$ cat src/bridge_hdr_pkg.sv
/*
  Package for the bridge header register bank: register indices, byte
  addresses, reset values, field positions and the structs that carry
  the bus numbers and the I/O window out of the bank.
  Assumes a 32-bit AXI4-Lite register bus with one register per word.
*/
package bridge_hdr_pkg;

  // Register indices as printed; the byte address is four times the index
  localparam logic [7:0] IDX_PLT  = 8'h0D;
  localparam logic [7:0] IDX_HDR  = 8'h0E;
  localparam logic [7:0] IDX_SELF_TEST_CONTROL = 8'h0F;
  localparam logic [7:0] IDX_BASE_ADDRESS_0 = 8'h10;
  localparam logic [7:0] IDX_BASE_ADDRESS_1 = 8'h14;
  localparam logic [7:0] IDX_UP   = 8'h18;
  localparam logic [7:0] IDX_DOWN = 8'h19;
  localparam logic [7:0] IDX_HIGH = 8'h1A;
  localparam logic [7:0] IDX_SLT  = 8'h1B;
  localparam logic [7:0] IDX_IOLO = 8'h1C;
  localparam logic [7:0] IDX_IOHI = 8'h1D;
  localparam logic [7:0] IDX_CTRL = 8'h20;

  localparam logic [7:0] ADR_PLT  = IDX_PLT << 2;
  localparam logic [7:0] ADR_HDR  = IDX_HDR << 2;
  localparam logic [7:0] ADR_SELF_TEST_CONTROL = IDX_SELF_TEST_CONTROL << 2;
  localparam logic [7:0] ADR_BASE_ADDRESS_0 = IDX_BASE_ADDRESS_0 << 2;
  localparam logic [7:0] ADR_BASE_ADDRESS_1 = IDX_BASE_ADDRESS_1 << 2;
  localparam logic [7:0] ADR_UP   = IDX_UP << 2;
  localparam logic [7:0] ADR_DOWN = IDX_DOWN << 2;
  localparam logic [7:0] ADR_HIGH = IDX_HIGH << 2;
  localparam logic [7:0] ADR_SLT  = IDX_SLT << 2;
  localparam logic [7:0] ADR_IOLO = IDX_IOLO << 2;
  localparam logic [7:0] ADR_IOHI = IDX_IOHI << 2;
  localparam logic [7:0] ADR_CTRL = IDX_CTRL << 2;

  // Fixed read values and reset values
  localparam logic [7:0]  PLT_VAL   = 8'h00;
  localparam logic [7:0]  HDR_VAL   = 8'h01;
  localparam logic [7:0]  SELF_TEST_CONTROL_VAL  = 8'h00;
  localparam logic [31:0] BAR_VAL   = 32'h0000_0000;
  localparam logic [7:0]  SLT_VAL   = 8'h00;
  localparam logic [7:0]  BUS_RST   = 8'h00;
  localparam logic        CAP_RST   = 1'b1;
  localparam logic [3:0]  BASE_RST  = 4'hF;
  localparam logic [3:0]  LIMIT_RST = 4'h0;

  // Field positions inside the I/O window bytes and the control word
  localparam int CAP_BIT   = 0;
  localparam int ADDR_LSB  = 4;
  localparam int ADDR_MSB  = 7;
  localparam int UNLK_BIT  = 0;
  localparam int FWD_BIT   = 8;
  localparam logic [11:0] PAGE_LOW  = 12'h000;
  localparam logic [11:0] PAGE_HIGH = 12'hFFF;

  // AXI response codes
  localparam logic [1:0] RESP_OKAY   = 2'b00;
  localparam logic [1:0] RESP_DECERR = 2'b11;

  typedef struct packed {
    logic [7:0] upstream;
    logic [7:0] downstream;
    logic [7:0] highest;
  } bus_numbers_t;

  typedef struct packed {
    logic       width32;
    logic [3:0] base;
    logic [3:0] limit;
  } io_window_t;

endpackage

$ cat src/bridge_header_bus_io_regs.sv
/*
  Bridge header register bank from the primary latency timer through the
  I/O limit byte, reached over AXI4-Lite, plus the I/O forwarding check.
  Assumes one clock, synchronous active-low reset, and a master that keeps
  at most one write and one read outstanding.
*/
// Chosen here: register access over AXI4-Lite.
// Function
// - Primary latency timer reads zero, read-only
// - Header type byte reads one
// - Self-test byte reads zero, writes ignored
// - Both base address registers read zero
// - Upstream bus number stored, no effect
// - Downstream bus number read/write, reset zero
// - Highest bus behind read/write, reset zero
// - Secondary latency timer reads zero, read-only
// - Width capability bit resets one, lockable write
// - Window low address field, reset 0xF
// - Window high address field, low bits ones
// - High byte bit zero mirrors capability
// - Window decides which I/O requests forward
`timescale 1ns/1ps

module bridge_header_bus_io_regs
  import bridge_hdr_pkg::*;
#(
  parameter int ADDR_W = 8
) (
  input  wire logic              aclk,
  input  wire logic              aresetn,
  input  wire logic [ADDR_W-1:0] awaddr,
  input  wire logic              awvalid,
  output logic                   awready,
  input  wire logic [31:0]       wdata,
  input  wire logic [3:0]        wstrb,
  input  wire logic              wvalid,
  output logic                   wready,
  output logic [1:0]             bresp,
  output logic                   bvalid,
  input  wire logic              bready,
  input  wire logic [ADDR_W-1:0] araddr,
  input  wire logic              arvalid,
  output logic                   arready,
  output logic [31:0]            rdata,
  output logic [1:0]             rresp,
  output logic                   rvalid,
  input  wire logic              rready,
  input  wire logic              io_req_valid,
  input  wire logic [31:0]       io_req_addr,
  input  wire logic [15:0]       io_upper_base,
  input  wire logic [15:0]       io_upper_limit,
  output logic                   io_fwd,
  output logic                   io_fwd_valid,
  output bus_numbers_t           bus_numbers,
  output io_window_t             io_window
);

  ////////////////////////////////////////////////////////////////////////
  // Storage
  logic [ADDR_W-1:0] wr_addr_reg;
  logic [7:0]        wbyte_reg;
  logic              wlane0_reg;
  logic              aw_have_reg;
  logic              w_have_reg;
  logic              bvalid_reg;
  logic [1:0]        bresp_reg;
  logic              rvalid_reg;
  logic [1:0]        rresp_reg;
  logic [31:0]       rdata_reg;
  bus_numbers_t      bus_reg;
  io_window_t        win_reg;
  logic              unlock_reg;
  logic              fwd_reg;
  logic              fwd_valid_reg;
  logic              wr_fire;
  logic              wr_byte;
  logic              wr_mapped;
  logic              rd_mapped;
  logic [31:0]       rd_val;
  logic [31:0]       win_lo;
  logic [31:0]       win_hi;
  logic              in_win;

  ////////////////////////////////////////////////////////////////////////
  // AXI4-Lite write side
  // Address and data may arrive in either order; the write lands once both
  // are held, so a single held pair is all the buffering needed.
  assign awready = !aw_have_reg && !bvalid_reg;
  assign wready  = !w_have_reg && !bvalid_reg;
  assign wr_fire = aw_have_reg && w_have_reg && !bvalid_reg;
  assign wr_byte = wr_fire && wlane0_reg;  // Narrow registers live in lane 0
  assign bvalid  = bvalid_reg;
  assign bresp   = bresp_reg;

  // Write address holding
  always_ff @(posedge aclk) begin
    if (!aresetn) begin
      aw_have_reg <= 1'b0;
      wr_addr_reg <= '0;
    end else if (awvalid && awready) begin
      aw_have_reg <= 1'b1;
      wr_addr_reg <= awaddr;
    end else if (wr_fire) begin
      aw_have_reg <= 1'b0;
    end
  end

  // Write data holding; only the low byte matters to this bank
  always_ff @(posedge aclk) begin
    if (!aresetn) begin
      w_have_reg <= 1'b0;
      wbyte_reg  <= 8'h00;
      wlane0_reg <= 1'b0;
    end else if (wvalid && wready) begin
      w_have_reg <= 1'b1;
      wbyte_reg  <= wdata[7:0];
      wlane0_reg <= wstrb[0];
    end else if (wr_fire) begin
      w_have_reg <= 1'b0;
    end
  end

  // Which byte addresses exist; read-only ones answer OKAY and drop data
  always_comb begin
    case (wr_addr_reg)
      ADR_PLT, ADR_HDR, ADR_SELF_TEST_CONTROL, ADR_BASE_ADDRESS_0, ADR_BASE_ADDRESS_1,
      ADR_UP, ADR_DOWN, ADR_HIGH, ADR_SLT,
      ADR_IOLO, ADR_IOHI, ADR_CTRL: wr_mapped = 1'b1;
      default:                      wr_mapped = 1'b0;
    endcase
  end

  // Write response
  always_ff @(posedge aclk) begin
    if (!aresetn) begin
      bvalid_reg <= 1'b0;
      bresp_reg  <= RESP_OKAY;
    end else if (wr_fire) begin
      bvalid_reg <= 1'b1;
      bresp_reg  <= wr_mapped ? RESP_OKAY : RESP_DECERR;
    end else if (bready) begin
      bvalid_reg <= 1'b0;
    end
  end

  ////////////////////////////////////////////////////////////////////////
  // Bus number registers: stored for software and driven out on bus_numbers, no decode use here
  always_ff @(posedge aclk) begin
    if (!aresetn) begin
      bus_reg <= '{BUS_RST, BUS_RST, BUS_RST};
    end else if (wr_byte) begin
      if (wr_addr_reg == ADR_UP)
        bus_reg.upstream <= wbyte_reg;
      if (wr_addr_reg == ADR_DOWN)
        bus_reg.downstream <= wbyte_reg;
      if (wr_addr_reg == ADR_HIGH)
        bus_reg.highest <= wbyte_reg;
    end
  end

  ////////////////////////////////////////////////////////////////////////
  // I/O window registers
  // The width capability only moves while unlocked; leaving it locked at
  // reset keeps a stray write from flipping the decode width.
  always_ff @(posedge aclk) begin
    if (!aresetn) begin
      win_reg.width32 <= CAP_RST;
      win_reg.base    <= BASE_RST;
      win_reg.limit   <= LIMIT_RST;
    end else if (wr_byte) begin
      if (wr_addr_reg == ADR_IOLO) begin
        win_reg.base <= wbyte_reg[ADDR_MSB:ADDR_LSB];
        if (unlock_reg)
          win_reg.width32 <= wbyte_reg[CAP_BIT];
      end
      if (wr_addr_reg == ADR_IOHI)
        win_reg.limit <= wbyte_reg[ADDR_MSB:ADDR_LSB];
    end
  end

  // Capability unlock control
  always_ff @(posedge aclk) begin
    if (!aresetn)
      unlock_reg <= 1'b0;
    else if (wr_byte && wr_addr_reg == ADR_CTRL)
      unlock_reg <= wbyte_reg[UNLK_BIT];
  end

  assign bus_numbers = bus_reg;
  assign io_window   = win_reg;

  ////////////////////////////////////////////////////////////////////////
  // I/O forwarding decision
  // The upper halves only count in 32-bit mode; in 16-bit mode any address
  // above 64K misses the window.
  assign win_lo = {win_reg.width32 ? io_upper_base : 16'h0000,
                   win_reg.base, PAGE_LOW};
  assign win_hi = {win_reg.width32 ? io_upper_limit : 16'h0000,
                   win_reg.limit, PAGE_HIGH};
  assign in_win = (io_req_addr >= win_lo) && (io_req_addr <= win_hi);

  // Base above limit leaves an empty window when the upper halves are equal (always in 16-bit mode), so nothing forwards
  always_ff @(posedge aclk) begin
    if (!aresetn) begin
      fwd_reg       <= 1'b0;
      fwd_valid_reg <= 1'b0;
    end else begin
      fwd_valid_reg <= io_req_valid;
      if (io_req_valid)
        fwd_reg <= in_win;
    end
  end

  assign io_fwd       = fwd_reg;
  assign io_fwd_valid = fwd_valid_reg;

  ////////////////////////////////////////////////////////////////////////
  // Read decode
  always_comb begin
    rd_mapped = 1'b1;
    rd_val    = '0;
    case (araddr)
      ADR_PLT:  rd_val = {24'h000000, PLT_VAL};
      ADR_HDR:  rd_val = {24'h000000, HDR_VAL};
      ADR_SELF_TEST_CONTROL: rd_val = {24'h000000, SELF_TEST_CONTROL_VAL};
      ADR_BASE_ADDRESS_0: rd_val = BAR_VAL;
      ADR_BASE_ADDRESS_1: rd_val = BAR_VAL;
      ADR_UP:   rd_val = {24'h000000, bus_reg.upstream};
      ADR_DOWN: rd_val = {24'h000000, bus_reg.downstream};
      ADR_HIGH: rd_val = {24'h000000, bus_reg.highest};
      ADR_SLT:  rd_val = {24'h000000, SLT_VAL};
      ADR_IOLO: rd_val = {24'h000000, win_reg.base, 3'b000, win_reg.width32};
      ADR_IOHI: rd_val = {24'h000000, win_reg.limit, 3'b000, win_reg.width32};
      ADR_CTRL: rd_val = {23'h000000, fwd_reg, 7'h00, unlock_reg};
      default:  rd_mapped = 1'b0;
    endcase
  end

  // Read channel: data is captured at the address handshake
  assign arready = !rvalid_reg;
  assign rvalid  = rvalid_reg;
  assign rdata   = rdata_reg;
  assign rresp   = rresp_reg;

  always_ff @(posedge aclk) begin
    if (!aresetn) begin
      rvalid_reg <= 1'b0;
      rdata_reg  <= '0;
      rresp_reg  <= RESP_OKAY;
    end else if (arvalid && arready) begin
      rvalid_reg <= 1'b1;
      rdata_reg  <= rd_val;
      rresp_reg  <= rd_mapped ? RESP_OKAY : RESP_DECERR;
    end else if (rready) begin
      rvalid_reg <= 1'b0;
    end
  end
endmodule

$ cat config.mk
export PLATFORM = sky130hd
export DESIGN_NAME = bridge_header_bus_io_regs
export DESIGN_NICKNAME = d
export VERILOG_FILES = /design/src/bridge_hdr_pkg.sv /design/src/bridge_header_bus_io_regs.sv
export SDC_FILE = /design/constraint.sdc
export NUM_CORES = 1
export LEC_CHECK = 0
export ABC_AREA = 0
export BUFFER_PORTS_ARGS = -buffer_cell sky130_fd_sc_hd__buf_2
export CAP_MARGIN = 20
export CORE_MARGIN = 2
export CORE_UTILIZATION = 42
export DETAILED_ROUTE_END_ITERATION = 7
export PLACE_DENSITY = 0.77
export SLEW_MARGIN = 20
export SYNTH_ARGS = -nofsm -noshare
export SYNTH_HDL_FRONTEND = slang
export SYNTH_SLANG_ARGS = --single-unit
$ cat constraint.sdc
create_clock -name aclk -period 1.9 [get_ports aclk]
set_input_delay 0.19 -clock aclk [delete_from_list [all_inputs] [get_ports aclk]]
set_output_delay 0.19 -clock aclk [all_outputs]
set_load 0.02 [all_outputs]
==> impl_metrics.env <==
export IMPL_drive_gt1_frac=0.319
export IMPL_avgSynthCellArea_sq_um=7.89
export IMPL_worst_path_buf_inv=1
export IMPL_clockRootBuffer="clkbuf_8"
export IMPL_io_buffer_count=149
export IMPL_final_cells=819
export IMPL_synth_area_mux_share=0.0681
export IMPL_nFillCells=891
export IMPL_dieArea_sq_um=10700
export IMPL_clock_latency_ns=0.34
export IMPL_synth_compound_area_share=0.140
export IMPL_max_stage_delay_ns=0.43
export IMPL_p_leak_nw=2.64
export IMPL_holdWs_ns=0.0263
export IMPL_die_y_um=103
export IMPL_pin_count=200
export IMPL_synth_top_family_by_area="simple AND/OR/NAND/NOR gates"
export IMPL_place_hpwl_mm=8.77
export IMPL_clkSinkCount=68
export IMPL_worstMarginPinSlew_ns=0.597
export IMPL_synth_edff_count=0
export IMPL_finalMaxSlewViolations=0
export IMPL_cts_tree="yes"
export IMPL_layout_min_cycle_time_ns=1.87
export IMPL_post_drt_wl_per_cell_um=14.3
export IMPL_cts_htree_levels=3
export IMPL_drt_first_pass_iters=5
export IMPL_area_growth_pct=32.1
export IMPL_synth_cells=524
export IMPL_synth_cell_types=51
export IMPL_grt_util_all_layers=0.208
export IMPL_synth_most_common_cell="nand2_1"
export IMPL_cap_violations=0
export IMPL_vias_per_cell=5.18
export IMPL_die_width_um=103
export IMPL_core_sq_um=9680
export IMPL_async_flop_share=0
export IMPL_dr_total_vias=4243
export IMPL_start_util=0.427
export IMPL_peakVddDrop_uv=357
export IMPL_drt_wl_total_mm=11.7
export IMPL_drcViolationCount=0
export IMPL_clk_path_buf_depth=2
export IMPL_total_power_w=0.00330
export IMPL_ys_warn_count=0
export IMPL_cts_inserted_buffers=9
export IMPL_slowest_stage="dfxtp_4"
export IMPL_setup_ws_ns=0.0312
export IMPL_path_class="flip-flop to flip-flop"
export IMPL_hp_class="input pin to flip-flop"
export IMPL_synth_area_sq_um=4130
export IMPL_yosysTopAreaCellShare=0.329
export IMPL_synth_top_area_cell="dfxtp_1"
export IMPL_antenna_found_initial=0
export IMPL_cpLargestDelayFamily="simple AND/OR/NAND/NOR gates"
export IMPL_nets=845
export IMPL_setup_viol=0
export IMPL_rows=36
export IMPL_status="finished, final reports clean"
export IMPL_synth_area_leaders="dfxtp_1 (33%), ha_1 (12%), nand2_1 (11%), mux2i_1 (6.5%), a21oi_1 (6.2%)"
export IMPL_antenna_cells=0
export IMPL_setup_tns_ns=0
export IMPL_drtIter0Drc=139
export IMPL_synth_common_cells="nand2_1 (116), dfxtp_1 (68), a21oi_1 (51)"
export IMPL_max_freq_mhz=535
export IMPL_grt_first_pass_wirelength_mm=17.6
export IMPL_grt_max_degree=59
export IMPL_p_per_area_nw_per_um2=605
export IMPL_finalCritPeriodShare=0.984
export IMPL_crit_chain="buf_6, nand2_2, ha_4, and4_1, a221o_1, nor3_2, o211ai_1, nand2_1"
export IMPL_place_ws_ns=-0.0882
export IMPL_timing_slew_headroom=0.602
export IMPL_place_congestion=0.900
export IMPL_worst_setup_path_end_kind="flip-flop"
export IMPL_grt_ovfl_total=0
export IMPL_finalClockSkew_ns=0.00861
export IMPL_clkTransAtPathRegs_ns=0.07
export IMPL_worstPathArrival_ns=2.16
export IMPL_crit_required_ns=2.19
export IMPL_ys_seq_area_frac=0.329
export IMPL_holdBufCountCts=0
export IMPL_cp_max_fo=6
export IMPL_synth_xor_area_frac=0
export IMPL_synth_seq_cells=68
export IMPL_antenna_left=0
export IMPL_synth_fa_ha_area_frac=0.121
export IMPL_synth_flop_cell="dfxtp_1"
export IMPL_start_kind="flip-flop"
export IMPL_grt_pass1_vias=3979
export IMPL_yosys_area_share_simple=0.262
export IMPL_rsz0062_at_grt="yes"
export IMPL_hold_viol=0
export IMPL_largest_reg_flops=24
export IMPL_placedCellCount=797
## cells by family (layout without fill, tap and decap cells)
group / count (synthesis) / count (layout)
fa+ha+maj: 40 / 40
flops: 68 / 68
compound gates: 97 / 97
simple gates: 230 / 230
buf+inv: 60 / 200
other cells: 1 / 23
mux: 28 / 28
## metrics by stage
stage	util	instance area, sq um
6_report	0.564	5460
5_1_grt	0.564	5460
4_1_cts	0.538	5210
3_5_place_dp	0.514	4980
3_3_place_gp	0.514	4980
2_1_floorplan	-	4250
## layout make-up
cell class,count,area (sq um),share of cell area
tap,133,166,0.0305
sequential,68,1370,0.250
timing repair buffer,171,975,0.179
clock inverter,7,66.3,0.0121
clock buffer,9,124,0.0227
multi-input combinational,418,2710,0.497
inverter,13,48.8,0.00894
## metal layers
layer | up-vias | part of all wire | global-route usage
met2 | 156 | 0.49 | 0.370
li1 | 2120 | - | -
met4 | 0 | 0.021 | 0.0931
met3 | 29 | 0.062 | 0.0390
met1 | 1938 | 0.42 | 0.242
met5 | - | 0 | 0
## power by group
group | internal [W] | switching [W]
combinational | 0.000267 | 0.000368
clock | 0.000601 | 0.000544
sequential | 0.00147 | 0.0000494
total | 0.00234 | 0.000961
## final timing paths
path | from | end | slack, ns | depth (start not counted)
hold reg to reg | rdata[8]$_SDFFE_PN0P_ | rdata[8]$_SDFFE_PN0P_ | 0.45 | 2
setup reg to reg | io_window[8]$_SDFFE_PN1P_ | io_fwd$_SDFFE_PN0P_ | 0.03 | 8
setup / recovery | io_window[8]$_SDFFE_PN1P_ | io_fwd$_SDFFE_PN0P_ | 0.03 | 8
hold / removal | rready | rvalid$_SDFFE_PN0P_ | 0.03 | 2
## placed cells by master (no fill, tap or decap), types with 10 or more instances in the layout
cell type	n
nand2_1	111
dfxtp_1	66
nand3_1	27
buf_4	17
mux2i_1	27
conb_1	23
nor2_1	40
ha_1	31
a21oi_1	48
buf_2	149
o21ai_0	10
inv_1	13
## what timing repair did
item	CTS	global route
pin swaps	0	11
resized for setup	0	34
gates cloned	0	2
setup endpoints to repair	1	5
buffers inserted	3	1
hold endpoints to repair	0	0
Note: power is estimated with default switching activity, not from simulation.
